### config.mk
export PLATFORM = sky130hd
export DESIGN_NAME = mbh_ctrl
export DESIGN_NICKNAME = d
export VERILOG_FILES = /design/src/logic/mbh_ctrl.v
export VERILOG_INCLUDE_DIRS = /design/src /design/src/inc
export SDC_FILE = /design/constraint.sdc
export NUM_CORES = 1
export LEC_CHECK = 0
export BUFFER_PORTS_ARGS = -buffer_cell sky130_fd_sc_hd__buf_4
export CORE_ASPECT_RATIO = 0.5
export CORE_MARGIN = 2
export CORE_UTILIZATION = 55
export CTS_CLUSTER_DIAMETER = 40
export CTS_CLUSTER_SIZE = 8
export DETAILED_ROUTE_END_ITERATION = 10
export GPL_ROUTABILITY_DRIVEN = 0
export GPL_TIMING_DRIVEN = 0
export PLACE_DENSITY = 0.93
export SKIP_CTS_REPAIR_TIMING = 1
export SKIP_LAST_GASP = 1
export SLEW_MARGIN = 20
export SYNTH_ARGS = -nofsm -noshare
export SYNTH_HDL_FRONTEND = slang
export SYNTH_SLANG_ARGS = --single-unit
### constraint.sdc
create_clock -name core_clk_in -period 7.1 [get_ports core_clk_in]
set_input_delay 1.42 -clock core_clk_in [delete_from_list [all_inputs] [get_ports core_clk_in]]
set_output_delay 1.42 -clock core_clk_in [all_outputs]
set_load 0.02 [all_outputs]
### src/inc/mbh_defines.vh
// Constants for the microcontroller bus host controller
// Overview of operation
// - Address bits 16-18 on Port C, 19 shared
// - Non-mux 8-bit: address pins, data Port A
// - Non-mux 16-bit: data on Port A, B
// - Odd mux host wired non-mux, still strobes
`ifndef MBH_DEFINES_VH
`define MBH_DEFINES_VH

// Register byte offsets
`define MBH_OFF_CTRL 8'h00
`define MBH_OFF_ADDR 8'h04
`define MBH_OFF_WDATA 8'h08
`define MBH_OFF_CMD 8'h0C
`define MBH_OFF_STATUS 8'h10
`define MBH_OFF_RDATA 8'h14

// Control register fields
`define MBH_CTRL_MODE_LO 0
`define MBH_CTRL_MODE_HI 1
`define MBH_CTRL_ALE_POL 2
`define MBH_CTRL_RST 3'h0

// Mode encodings
`define MBH_MODE_MUX8 2'h0
`define MBH_MODE_MUX16 2'h1
`define MBH_MODE_NMX8 2'h2
`define MBH_MODE_NMX16 2'h3

// Command register fields
`define MBH_CMD_GO 0
`define MBH_CMD_READ 1
`define MBH_CMD_HIGH 2

// Status register fields
`define MBH_STAT_BUSY 0
`define MBH_STAT_DONE 1

// Timing
`define MBH_CLK_NS 25
`define MBH_T_ALE_NS 50
`define MBH_T_HOLD_NS 25
`define MBH_T_ACC_NS 100
`define MBH_T_REC_NS 25
`define MBH_CYC(t) (((t) + `MBH_CLK_NS - 1) / `MBH_CLK_NS)
`define MBH_ALE_CYC `MBH_CYC(`MBH_T_ALE_NS)
`define MBH_HOLD_CYC `MBH_CYC(`MBH_T_HOLD_NS)
`define MBH_ACC_CYC `MBH_CYC(`MBH_T_ACC_NS)
`define MBH_REC_CYC `MBH_CYC(`MBH_T_REC_NS)

`endif

### src/logic/mbh_ctrl.v
// Microcontroller bus host driving the peripheral's bus pins
//
// Our own choices: register access over APB and the placing of the registers.
`timescale 1ns/100ps
`include "mbh_defines.vh"

module mbh_ctrl (
  // Clock and reset
  input wire core_clk_in,
  input wire sys_rst_in,
  // APB slave
  input wire psel_in,
  input wire penable_in,
  input wire pwrite_in,
  input wire [7:0] paddr_in,
  input wire [31:0] pwdata_in,
  output wire [31:0] prdata_out,
  output wire pready_out,
  output wire pslverr_out,
  // Strobe and controls
  output wire address_latch_strobe_out,
  output wire rd_n_out,
  output wire wr_n_out,
  output wire byte_high_enable_n_out,
  // Low address/data pins
  input wire [7:0] low_addr_data_pins_in,
  output wire [7:0] low_addr_data_pins_out,
  output wire low_addr_data_pins_oe_n_out,
  // High address/data pins
  input wire [7:0] high_addr_data_pins_in,
  output wire [7:0] high_addr_data_pins_out,
  output wire high_addr_data_pins_oe_n_out,
  // Port A data lines
  input wire [7:0] port_a_lines_in,
  output wire [7:0] port_a_lines_out,
  output wire port_a_lines_oe_n_out,
  // Port B data lines
  input wire [7:0] port_b_lines_in,
  output wire [7:0] port_b_lines_out,
  output wire port_b_lines_oe_n_out,
  // Upper address
  output wire [2:0] port_c_lines_out,
  output wire addr19_or_chip_select_in_out
);

  // One-hot states
  localparam [4:0] ST_IDLE = 5'h01;
  localparam [4:0] ST_ALE = 5'h02;
  localparam [4:0] ST_HOLD = 5'h04;
  localparam [4:0] ST_ACC = 5'h08;
  localparam [4:0] ST_REC = 5'h10;
  localparam integer ALE_N = `MBH_ALE_CYC;
  localparam integer HOLD_N = `MBH_HOLD_CYC;
  localparam integer ACC_N = `MBH_ACC_CYC;
  localparam integer REC_N = `MBH_REC_CYC;
  localparam [2:0] ALE_CYC = ALE_N[2:0];
  localparam [2:0] HOLD_CYC = HOLD_N[2:0];
  localparam [2:0] ACC_CYC = ACC_N[2:0];
  localparam [2:0] REC_CYC = REC_N[2:0];

  reg [2:0] ctrl_reg;
  reg [19:0] addr_reg;
  reg [15:0] wdata_reg;
  reg [15:0] rdata_reg;
  reg done_reg;
  reg [4:0] state_reg;
  reg [4:0] state_next;
  reg [2:0] cnt_reg;
  reg [2:0] cnt_next;
  reg rd_op_reg;
  reg high_reg;
  reg ale_reg;
  reg rd_n_reg;
  reg wr_n_reg;
  reg bhe_n_reg;
  reg [7:0] lo_out_reg;
  reg lo_oe_n_reg;
  reg [7:0] hi_out_reg;
  reg hi_oe_n_reg;
  reg [7:0] pa_out_reg;
  reg pa_oe_n_reg;
  reg [7:0] pb_out_reg;
  reg pb_oe_n_reg;
  reg [2:0] pc_reg;
  reg a19_reg;
  reg [31:0] rd_mux;
  reg addr_ok;

  wire wr_acc;
  wire [1:0] mode;
  wire is_mux;
  wire is_16;
  wire go;
  wire finish;

  assign mode = ctrl_reg[`MBH_CTRL_MODE_HI:`MBH_CTRL_MODE_LO];
  assign is_mux = (mode == `MBH_MODE_MUX8) || (mode == `MBH_MODE_MUX16);
  assign is_16 = (mode == `MBH_MODE_MUX16) || (mode == `MBH_MODE_NMX16);
  assign wr_acc = psel_in && penable_in && pwrite_in;
  assign go = wr_acc && (paddr_in == `MBH_OFF_CMD) &&
              pwdata_in[`MBH_CMD_GO] && state_reg[0];
  assign finish = state_reg[4] && (cnt_reg == 3'h0);

  // Address decode for reads and unmapped check
  always @* begin
    rd_mux = 32'h0000_0000;
    addr_ok = 1'b1;
    case (paddr_in)
      `MBH_OFF_CTRL: rd_mux = {29'h0, ctrl_reg};
      `MBH_OFF_ADDR: rd_mux = {12'h000, addr_reg};
      `MBH_OFF_WDATA: rd_mux = {16'h0000, wdata_reg};
      `MBH_OFF_CMD: rd_mux = {29'h0, high_reg, rd_op_reg, 1'b0};
      `MBH_OFF_STATUS: rd_mux = {30'h0, done_reg, ~state_reg[0]};
      `MBH_OFF_RDATA: rd_mux = {16'h0000, rdata_reg};
      default: addr_ok = 1'b0;
    endcase
  end

  assign prdata_out = rd_mux;
  assign pready_out = 1'b1;
  assign pslverr_out = psel_in && penable_in && !addr_ok;

  // Software registers; settings frozen while a cycle runs
  always @(posedge core_clk_in or posedge sys_rst_in) begin
    if (sys_rst_in) begin
      ctrl_reg <= `MBH_CTRL_RST;
      addr_reg <= 20'h00000;
      wdata_reg <= 16'h0000;
      rd_op_reg <= 1'b0;
      high_reg <= 1'b0;
      done_reg <= 1'b0;
    end else begin
      if (wr_acc && state_reg[0]) begin
        if (paddr_in == `MBH_OFF_CTRL)
          ctrl_reg <= pwdata_in[2:0];
        if (paddr_in == `MBH_OFF_ADDR)
          addr_reg <= pwdata_in[19:0];
        if (paddr_in == `MBH_OFF_WDATA)
          wdata_reg <= pwdata_in[15:0];
      end
      if (go) begin
        rd_op_reg <= pwdata_in[`MBH_CMD_READ];
        high_reg <= pwdata_in[`MBH_CMD_HIGH];
      end
      // Done is write-one-to-clear; completion wins
      if (finish)
        done_reg <= 1'b1;
      else if (wr_acc && (paddr_in == `MBH_OFF_STATUS) &&
               pwdata_in[`MBH_STAT_DONE])
        done_reg <= 1'b0;
    end
  end

  // Bus cycle sequencer
  always @* begin
    state_next = state_reg;
    cnt_next = cnt_reg;
    case (state_reg)
      ST_IDLE: begin
        if (go) begin
          state_next = ST_ALE;
          cnt_next = ALE_CYC - 3'h1;
        end
      end
      ST_ALE: begin
        if (cnt_reg == 3'h0) begin
          state_next = ST_HOLD;
          cnt_next = HOLD_CYC - 3'h1;
        end else
          cnt_next = cnt_reg - 3'h1;
      end
      ST_HOLD: begin
        if (cnt_reg == 3'h0) begin
          state_next = ST_ACC;
          cnt_next = ACC_CYC - 3'h1;
        end else
          cnt_next = cnt_reg - 3'h1;
      end
      ST_ACC: begin
        if (cnt_reg == 3'h0) begin
          state_next = ST_REC;
          cnt_next = REC_CYC - 3'h1;
        end else
          cnt_next = cnt_reg - 3'h1;
      end
      ST_REC: begin
        if (cnt_reg == 3'h0)
          state_next = ST_IDLE;
        else
          cnt_next = cnt_reg - 3'h1;
      end
      default: begin
        state_next = ST_IDLE;
        cnt_next = 3'h0;
      end
    endcase
  end

  // State, pins and read capture
  always @(posedge core_clk_in or posedge sys_rst_in) begin
    if (sys_rst_in) begin
      state_reg <= ST_IDLE;
      cnt_reg <= 3'h0;
      ale_reg <= 1'b0;
      rd_n_reg <= 1'b1;
      wr_n_reg <= 1'b1;
      bhe_n_reg <= 1'b1;
      lo_out_reg <= 8'h00;
      lo_oe_n_reg <= 1'b1;
      hi_out_reg <= 8'h00;
      hi_oe_n_reg <= 1'b1;
      pa_out_reg <= 8'h00;
      pa_oe_n_reg <= 1'b1;
      pb_out_reg <= 8'h00;
      pb_oe_n_reg <= 1'b1;
      pc_reg <= 3'h0;
      a19_reg <= 1'b1;
      rdata_reg <= 16'h0000;
    end else begin
      state_reg <= state_next;
      cnt_reg <= cnt_next;
      // Strobe active only in address phase, any mode, and in reset
      ale_reg <= state_next[1] ~^ ctrl_reg[`MBH_CTRL_ALE_POL];
      rd_n_reg <= !(state_next[3] && rd_op_reg);
      wr_n_reg <= !(state_next[3] && !rd_op_reg);
      // First strobe edge takes the flag from the command being accepted
      bhe_n_reg <= !(is_16 && !state_next[0] &&
                     (go ? pwdata_in[`MBH_CMD_HIGH] : high_reg));
      pc_reg <= addr_reg[18:16];
      a19_reg <= addr_reg[19];
      if (state_next[1] || state_next[2]) begin
        // Address stays valid past the trailing strobe edge
        lo_out_reg <= addr_reg[7:0];
        hi_out_reg <= addr_reg[15:8];
        lo_oe_n_reg <= 1'b0;
        hi_oe_n_reg <= 1'b0;
        pa_oe_n_reg <= 1'b1;
        pb_oe_n_reg <= 1'b1;
      end else if (state_next[3]) begin
        if (is_mux) begin
          lo_out_reg <= wdata_reg[7:0];
          lo_oe_n_reg <= rd_op_reg;
          if (is_16) begin
            hi_out_reg <= wdata_reg[15:8];
            hi_oe_n_reg <= rd_op_reg;
          end
        end else begin
          pa_out_reg <= wdata_reg[7:0];
          pa_oe_n_reg <= rd_op_reg;
          pb_out_reg <= wdata_reg[15:8];
          pb_oe_n_reg <= rd_op_reg || !is_16;
        end
      end else begin
        lo_oe_n_reg <= !state_next[4] || is_mux;
        hi_oe_n_reg <= !state_next[4] || (is_mux && is_16);
        pa_oe_n_reg <= 1'b1;
        pb_oe_n_reg <= 1'b1;
      end
      // Read data taken on the last access cycle
      if (state_reg[3] && (cnt_reg == 3'h0) && rd_op_reg) begin
        if (is_mux) begin
          rdata_reg[7:0] <= low_addr_data_pins_in;
          rdata_reg[15:8] <= is_16 ? high_addr_data_pins_in : 8'h00;
        end else begin
          rdata_reg[7:0] <= port_a_lines_in;
          rdata_reg[15:8] <= is_16 ? port_b_lines_in : 8'h00;
        end
      end
    end
  end

  assign address_latch_strobe_out = ale_reg;
  assign rd_n_out = rd_n_reg;
  assign wr_n_out = wr_n_reg;
  assign byte_high_enable_n_out = bhe_n_reg;
  assign low_addr_data_pins_out = lo_out_reg;
  assign low_addr_data_pins_oe_n_out = lo_oe_n_reg;
  assign high_addr_data_pins_out = hi_out_reg;
  assign high_addr_data_pins_oe_n_out = hi_oe_n_reg;
  assign port_a_lines_out = pa_out_reg;
  assign port_a_lines_oe_n_out = pa_oe_n_reg;
  assign port_b_lines_out = pb_out_reg;
  assign port_b_lines_oe_n_out = pb_oe_n_reg;
  assign port_c_lines_out = pc_reg;
  assign addr19_or_chip_select_in_out = a19_reg;

endmodule // mbh_ctrl

==> flow_metrics.py, run 1 <==
metrics = {
    "pwr": {
        "ir_drop_v": 0.0001231,
        "cellLeakagePower_uw": 0.003502,
        "p_per_area_nw_per_um2": 181.2,
        "power.total_uw": 1235,
    },
    "timing": {
        "tightest_slew_ns": 0.9425,
        "relSlewSlack": 0.3669,
        "fin_crit_ns": 5.816,
        "maxSlewViolCount": 0,
        "fin_setup_tns_ns": 0,
        "finalSetupViolations": 0,
        "rsz0062_at_grt": "false",
        "hold_viol_final": 0,
        "max_freq_ghz": 0.1719,
        "final.period_utilization": 0.8192,
        "clock_skew_ns": 0.006244,
    },
    "setup_path": {
        "worstPathArrival_ns": 4.40,
        "required_ns": 5.68,
        "crit_chain": "buf_4, or4_4, nor3_1, and3b_1, buf_2, clkbuf_1, a222oi_1, inv_1, buf_4",
        "reg2reg_depth": 9,
        "crit_type": "in -> out",
        "rrSetupSlack_ns": 4.01,
        "cp-startpoint": "paddr_in[1]",
        "worst_setup_path_start_kind": "input pin",
        "end_kind": "primary output",
        "path_common_cell": "buf_4",
        "crit_slowest_cell": "nor3_1",
        "r2r-start": "cnt_reg[0]$_DFFE_PP0P_",
        "rr_endpoint": "port_a_lines_out[0]$_DFFE_PP0P_",
        "crit_path_max_incr_delay_ns": 0.74,
        "cp_max_fo": 10,
    },
    "place": {
        "io_buffers": 129,
        "dpl.hpwl_um": 10330,
    },
    "yosys": {
        "synth_commonest_cells": "dfrtp_1 (101), mux2_2 (66), nand2_1 (45)",
        "yosys.cell_types.count": 56,
        "synth_most_common_cell": "dfrtp_1",
        "ys_ff_latch": 110,
        "synth.top_cell.area_share": 0.4752,
        "netlist_area_sq_um": 5319,
        "synthArstFlopShare": 1.000,
        "synth.avg_cell_area_sq_um": 11.46,
        "synth-seq-area-share": 0.5196,
        "synth_area_leaders": "dfrtp_1 (48%), mux2_2 (14%), dfstp_2 (4.4%)",
        "synth_edf_count": 0,
        "yosys.area.top_type": "dfrtp_1",
        "ys.flop_type": "dfrtp_1",
        "synthCells": 464,
        "yosys_warnings": 0,
    },
    "global_route": {
        "antenna_found_initial": 0,
        "grt_max_degree": 66,
        "grt_usage": 0.3003,
        "grt_pass1_vias": 4564,
        "grt_pass1_wl_um": 23890,
        "grt-ovfl-total": 0,
    },
    "status": {
        "status": "finished, final reports clean",
    },
    "cts": {
        "ctsHtreeMaxLevel": 3,
        "cts_tree": "built",
        "cts_buffers": 9,
        "clockBufferDepth": 2,
        "cts_root_buf": "clkbuf_16",
        "clk_pin_slew_ns": 0.07,
        "clock_sinks": 110,
        "clk_latency_ns": 0.36,
    },
    "routing": {
        "ant_nets": 0,
        "drt_pre_antenna_iters": 6,
        "postRouteWirelength_um": 15330,
        "route.detailed.drc": 0,
        "viasPerCell": 6.048,
        "drt_iter0_drc": 642,
        "wl_per_cell_um": 20.27,
        "vias": 4572,
    },
    "floorplan": {
        "dieArea_sq_um": 10520,
        "initial_utilization": 0.5649,
        "dieWidth_um": 143.1,
        "io_pins": 155,
        "num_rows": 25,
        "core_sq_um": 9415,
        "die_height_um": 73.54,
    },
    "min_path": {
        "min_to": "port_c_lines_out[0]$_DFF_PP0_",
        "whs_path_depth": 0,
        "hold_path.class": "reg -> reg",
        "min_from": "addr_reg[16]$_DFFE_PP0P_",
    },
    "finish": {
        "syn2layout_area_growth_pct": 28.13,
        "seq_area_sq_um": 2764,
        "nNetsFinal": 695,
        "largest_reg_flops": 20,
        "fill_cells": 594,
        "drive_above_1_share": 0.3977,
        "insertedDiodeCount": 0,
        "multi_input_area_sq_um": 2288,
    },
    "flow_run": {
        "drv_cap": 0,
    },
}
cells by family (layout without fill, tap and decap cells):
family                   Yosys count  count (layout)  synth area share
other                              2              13          0.001412
XOR/XNOR                           3               3          0.004941
AND/OR/NAND/NOR                  129             129            0.1402
AO/OA/AOI/OAI                     76              76            0.1084
buffers and inverters             65             211           0.05787
multiplexers                      77              77            0.1628
flip-flops                       110             110            0.5196
adder cells (fa/ha/maj)            2               2          0.004704
power breakdown:
part / internal, uW / switching, uW / total, uW / leakage, uW
Combinational: 49.5 / 59.4 / 109 / 0.00195
Clock: 243 / 246 / 488 / 0.000136
Sequential: 633 / 5.40 / 638 / 0.00141
Total: 925 / 310 / 1240 / 0.00350
placed cells by master (no fill, tap or decap), types with 3 or more instances in the layout:
cell type and count:
nor2_1 12, clkbuf_16 9, clkbuf_1 20, nor3_1 8, nand3_1 9, dfrtp_1 101, dfstp_2 9, clkinv_4 5
nand2b_1 4, a222oi_1 13, conb_1 13, and2_1 6, and4b_1 8, buf_4 143, mux2_2 66, a21oi_1 6
and4_1 7, buf_2 3, nor2b_1 7, and3_1 5, nand3b_1 5, o21ai_0 24, inv_1 20, a221o_1 15
mux2i_1 10, nand2_1 45, buf_1 5
critical path: cells and delay by family:
| family | cells | cell delay [ns] |
|---|---|---|
| AND/OR/NAND/NOR | 3 | 1.57 |
| buffers and inverters | 5 | 1.18 |
| AO/OA/AOI/OAI | 1 | 0.24 |
how the worst max path moves through the flow:
stage	end
after floorplan	prdata_out[10]
after global placement	prdata_out[13]
after detailed placement	prdata_out[15]
after CTS	prdata_out[13]
after global routing	prdata_out[10]
final	prdata_out[10]
metal layers:
layer  up-vias  share of wire  track usage
li1       1975              -            -
met5         -              0            0
met2       335           0.48       0.4912
met4         0          0.041       0.1672
met3        61           0.11      0.07888
met1      2201           0.37       0.3709
cell type report:
type                            count  area share
Multi-Input combinational cell    300      0.3358
Clock inverter                      7    0.008812
Inverter                           22     0.01285
Clock buffer                        9     0.03305
Buffer                             43     0.03305
Sequential cell                   110      0.4055
Tap cell                          135     0.02478
Timing Repair Buffer              130      0.1461
stage by stage:
stage	instance area [sq um]	instances	hold slack [ns]	worst slack, ns	utilization
after floorplan	5360	475	0.3611	2.419	-
after global placement	6497	739	0.3660	1.583	0.6901
after detailed placement	6530	740	0.3810	1.537	0.6936
after CTS	6815	756	0.4009	1.424	0.7239
after global routing	6815	756	0.4126	1.278	0.7239
final	6815	756	0.4012	1.284	0.7239
No activity file was read; power rests on OpenSTA's default activity.
==> inputs of run 2 (changes only) <==
Settings changed: CORE_UTILIZATION 55 to 47, PLACE_DENSITY 0.93 to 0.85.
Clock period 7.1 ns to 5 ns, I/O delays scaled along.
==> flow_metrics.py, run 2 (synthesized netlist as in run 1, its figures left out) <==
metrics = {
    "cts": {
        "ctsHtreeMaxLevel": 3,
        "clk_latency_ns": 0.35,
        "clock_sinks": 110,
        "clockBufferDepth": 2,
        "clk_pin_slew_ns": 0.07,
        "cts_tree": "built",
        "cts_buffers": 9,
        "cts_root_buf": "clkbuf_16",
    },
    "pwr": {
        "cellLeakagePower_uw": 0.003519,
        "share_seq_of_total_power": 0.506,
        "p_per_area_nw_per_um2": 261.6,
        "clockPowerShare": 0.408,
        "power.total_uw": 1792,
        "comb_power_share": 0.087,
        "p_switching_uw": 408.3,
        "p_int_uw": 1384,
        "ir_drop_v": 0.0001804,
        "switching_share": 0.2279,
    },
    "timing": {
        "final.period_utilization": 0.9237,
        "max_freq_ghz": 0.2165,
        "fin_crit_ns": 4.619,
        "finalSetupViolations": 0,
        "hold_viol_final": 0,
        "tightest_slew_ns": 0.8400,
        "whs_ns": 0.3951,
        "fin_setup_tns_ns": 0,
        "rsz0062_at_grt": "false",
        "clock_skew_ns": 0.008333,
        "relSlewSlack": 0.4400,
        "maxSlewViolCount": 0,
    },
    "min_path": {
        "min_from": "addr_reg[19]$_DFFE_PP0P_",
        "hold_path.class": "reg -> reg",
    },
    "setup_path": {
        "crit_chain": "buf_4, or4_4, nor3_2, and3b_1, buf_2, clkbuf_1, a222oi_1, inv_1, buf_4",
        "worstPathArrival_ns": 3.62,
        "path_delay_family": "simple AND/OR/NAND/NOR gates",
        "crit_slowest_cell": "clkbuf_1",
        "r2r-start": "cnt_reg[0]$_DFFE_PP0P_",
        "crit_path_max_incr_delay_ns": 0.58,
        "required_ns": 4.00,
        "end_kind": "primary output",
        "path_common_cell": "buf_4",
        "crit_buf_inv": 5,
        "cp-startpoint": "paddr_in[1]",
        "crit_type": "in -> out",
        "worst_setup_path_start_kind": "input pin",
        "cp_max_fo": 10,
    },
    "routing": {
        "dr.max_layer_used": "met4",
        "viasPerCell": 5.847,
        "wl_met1_um": 5801,
        "vias": 4479,
        "postRouteWirelength_um": 15100,
        "route.met2.wl_um": 7454,
        "drt_iter0_drc": 446,
        "drt_pre_antenna_iters": 5,
        "met3_length_um": 1326,
        "route.detailed.drc": 0,
        "wl_per_cell_um": 19.71,
        "ant_nets": 0,
    },
    "finish": {
        "nNetsFinal": 695,
        "largest_reg_flops": 20,
        "syn2layout_area_growth_pct": 28.77,
        "drive_above_1_share": 0.3977,
        "final_cells": 766,
        "fin_util": 0.6219,
        "final_common_cell": "buf_4",
        "insertedDiodeCount": 0,
        "layout_common_cells": "buf_4 (143), dfrtp_1 (101), mux2_2 (66)",
    },
    "floorplan": {
        "initial_utilization": 0.4830,
        "core_sq_um": 11010,
        "num_rows": 27,
        "die_height_um": 79.22,
        "io_pins": 155,
        "dieArea_sq_um": 12240,
        "dieWidth_um": 154.4,
    },
    "global_route": {
        "grt-ovfl-total": 0,
        "grt_usage": 0.2494,
        "antenna_found_initial": 0,
        "grt_pass1_vias": 4513,
        "grt_max_degree": 64,
        "grt_pass1_wl_um": 23500,
    },
    "place": {
        "dpl.hpwl_um": 10720,
        "io_buffers": 129,
        "dpl.cell_count": 750,
    },
    "flow_run": {
        "drv_cap": 0,
    },
    "status": {
        "status": "finished, final reports clean",
    },
}
[run 2: routing by layer]
layer / vias to the layer above / global-route usage
met2: 256 / 0.4326
met5: - / 0
met1: 2200 / 0.2925
li1: 1975 / -
met3: 48 / 0.07096
met4: 0 / 0.1130
[run 2: cell type report]
type,count,area [sq um]
flip-flops and latches,110,2764
repair buffers,130,996.0
well taps,145,181.4
fillers,866,4164
clock inverters,4,45.04
plain buffers,43,225.2
inverters,22,87.58
multi-input cells,300,2293
clock buffers,12,256.5
[run 2: path summary, 6_finish.rpt]
path	end	slack [ns]	cells after the start
min in group asynchronous	port_b_lines_out[6]$_DFFE_PP0P_	0.73	2
max in group asynchronous	addr19_or_chip_select_in_out$_DFF_PP1_	3.58	3
setup reg to reg	port_b_lines_out[3]$_DFFE_PP0P_	1.92	9
hold reg to reg	addr19_or_chip_select_in_out$_DFF_PP1_	0.40	0
setup / recovery	prdata_out[13]	0.38	9
hold / removal	addr19_or_chip_select_in_out$_DFF_PP1_	0.40	0
[run 2: power groups by stage]
stage / Combinational [uW] / Clock (uW) / Sequential, uW
2_1_floorplan: 82.3 / 0 / 922
3_3_place_gp: 145 / 0 / 923
4_1_cts: 155 / 734 / 906
3_5_place_dp: 154 / 0 / 923
5_1_grt: 170 / 771 / 907
6_report: 155 / 731 / 906
[run 2: metrics by stage]
step | area, sq um | setup WS (ns)
4_1_cts | 6844 | 0.1792
6_report | 6849 | 0.3813
3_5_place_dp | 6543 | 0.1808
5_1_grt | 6849 | 0.2339
3_3_place_gp | 6510 | -0.06071
2_1_floorplan | 5360 | 1.113
==> inputs of run 3 (changes only) <==
Settings changed: CELL_PAD_IN_SITES_DETAIL_PLACEMENT set to 0, CELL_PAD_IN_SITES_GLOBAL_PLACEMENT set to 2, CORE_UTILIZATION 47 to 30, PLACE_DENSITY 0.85 to 0.86.
==> flow_metrics.py, run 3 (synthesized netlist as in run 1, its figures left out) <==
metrics = {
    "min_path": {
        "whs_path_depth": 0,
        "hold_path.class": "reg -> reg",
        "min_to": "port_c_lines_out[0]$_DFF_PP0_",
        "min_from": "addr_reg[16]$_DFFE_PP0P_",
    },
    "global_route": {
        "grt_pass1_vias": 4330,
        "grt-ovfl-total": 0,
        "grt_max_degree": 69,
        "grt_usage": 0.1680,
        "antenna_found_initial": 0,
        "grt_pass1_wl_um": 24300,
    },
    "finish": {
        "layout_common_cells": "buf_4 (143), dfrtp_1 (101), mux2_2 (66)",
        "drive_above_1_share": 0.3994,
        "largest_reg_flops": 20,
        "final_cells": 855,
        "final_common_cell": "buf_4",
        "syn2layout_area_growth_pct": 30.51,
        "insertedDiodeCount": 0,
        "nNetsFinal": 695,
    },
    "flow_run": {
        "drv_cap": 0,
    },
    "setup_path": {
        "required_ns": 4.00,
        "worst_setup_path_start_kind": "input pin",
        "crit_buf_inv": 5,
        "worstPathArrival_ns": 3.51,
        "crit_path_max_incr_delay_ns": 0.55,
        "crit_chain": "buf_4, or4_4, nor3_2, and3b_1, buf_2, clkbuf_1, a222oi_1, inv_1, buf_4",
        "path_common_cell": "buf_4",
        "rrSetupSlack_ns": 1.95,
        "r2r-start": "cnt_reg[0]$_DFFE_PP0P_",
        "reg2reg_depth": 9,
        "end_kind": "primary output",
        "path_delay_family": "simple AND/OR/NAND/NOR gates",
        "crit_slowest_cell": "or4_4",
        "rr_endpoint": "port_b_lines_out[0]$_DFFE_PP0P_",
        "cp_max_fo": 10,
        "crit_type": "in -> out",
    },
    "timing": {
        "fin_crit_ns": 4.510,
        "fin_setup_tns_ns": 0,
        "max_freq_ghz": 0.2217,
        "maxSlewViolCount": 0,
        "worst_slack_ns": 0.4901,
        "relSlewSlack": 0.4686,
        "rsz0062_at_grt": "false",
        "clock_skew_ns": 0.009698,
        "tightest_slew_ns": 0.7918,
        "final.period_utilization": 0.9020,
        "finalSetupViolations": 0,
        "hold_viol_final": 0,
        "whs_ns": 0.3885,
    },
    "status": {
        "status": "finished, final reports clean",
    },
    "place": {
        "pre_cts_ws_ns": 0.2165,
        "dpl.cell_count": 839,
        "dpl.hpwl_um": 11270,
        "io_buffers": 129,
    },
    "routing": {
        "vias": 4208,
        "wl_per_cell_um": 17.83,
        "viasPerCell": 4.922,
        "drt_pre_antenna_iters": 6,
        "ant_nets": 0,
        "postRouteWirelength_um": 15240,
        "route.detailed.drc": 0,
        "drt_iter0_drc": 335,
    },
    "floorplan": {
        "num_rows": 34,
        "dieWidth_um": 192.3,
        "dieArea_sq_um": 18880,
        "die_height_um": 98.16,
        "io_pins": 155,
        "core_sq_um": 17360,
        "initial_utilization": 0.3064,
    },
    "cts": {
        "ctsHtreeMaxLevel": 3,
        "clk_latency_ns": 0.35,
        "clk_pin_slew_ns": 0.08,
        "cts_tree": "built",
        "clockBufferDepth": 2,
        "cts_root_buf": "clkbuf_16",
        "cts_buffers": 9,
        "clock_sinks": 110,
    },
    "pwr": {
        "ir_drop_v": 0.0001571,
        "p_per_area_nw_per_um2": 252.9,
        "cellLeakagePower_uw": 0.003506,
    },
}
## run 3: how the worst max path moves through the flow
stage | from | to | slack [ns] | cells past startpoint
floorplan | sys_rst_in | addr_reg[0]$_DFFE_PP0P_ | 1.11 | 1
global placement | sys_rst_in | cnt_reg[2]$_DFFE_PP0P_ | -0.26 | 2
detailed placement | paddr_in[1] | prdata_out[13] | 0.22 | 9
CTS | paddr_in[1] | prdata_out[13] | 0.21 | 9
global route | paddr_in[1] | prdata_out[13] | 0.26 | 9
finish | paddr_in[1] | prdata_out[13] | 0.49 | 9
## run 3: area by class of cell
class / count / area, sq um
clock buffer: 9 / 225.2
inverter: 22 / 87.58
buffer: 43 / 225.2
tap: 234 / 292.8
sequential: 110 / 2764
clock inverter: 7 / 57.56
timing repair buffer: 130 / 996.0
multi-input combinational: 300 / 2293
fill: 1722 / 10420
## run 3: layer usage
metal / global-route usage / vias to the layer above / routed length (um)
li1: - / 1978 / -
met1: 0.2258 / 2118 / 6751
met2: 0.2842 / 99 / 7610
met3: 0.03379 / 13 / 761
met4: 0.02995 / 0 / 117
met5: 0 / - / 0
## run 3: worst reg2reg max path: cells and delay by family, from the launching register on
kind            cells  cell delay, ns
buf+inv             3            0.70
simple gates        3            1.00
fa+ha+maj           1            0.22
compound gates      1            0.24
flops               1            0.40
mux                 1            0.38
## run 3: where the power goes
group | switching (uW) | total [uW] | leakage, uW | internal (uW)
Sequential | 7.15 | 906 | 0.00141 | 899
Clock | 352 | 698 | 0.000139 | 346
Combinational | 82.0 | 152 | 0.00195 | 70.3
Total | 441 | 1760 | 0.00351 | 1310
## run 3: through the flow
stage / cell area [sq um] / util / total power (uW)
3_3_place_gp: 6621 / 0.3815 / 1072
4_1_cts: 6937 / 0.3997 / 1774
5_1_grt: 6942 / 0.3999 / 1830
2_1_floorplan: 5360 / - / 1004
3_5_place_dp: 6654 / 0.3834 / 1077
6_report: 6942 / 0.3999 / 1756
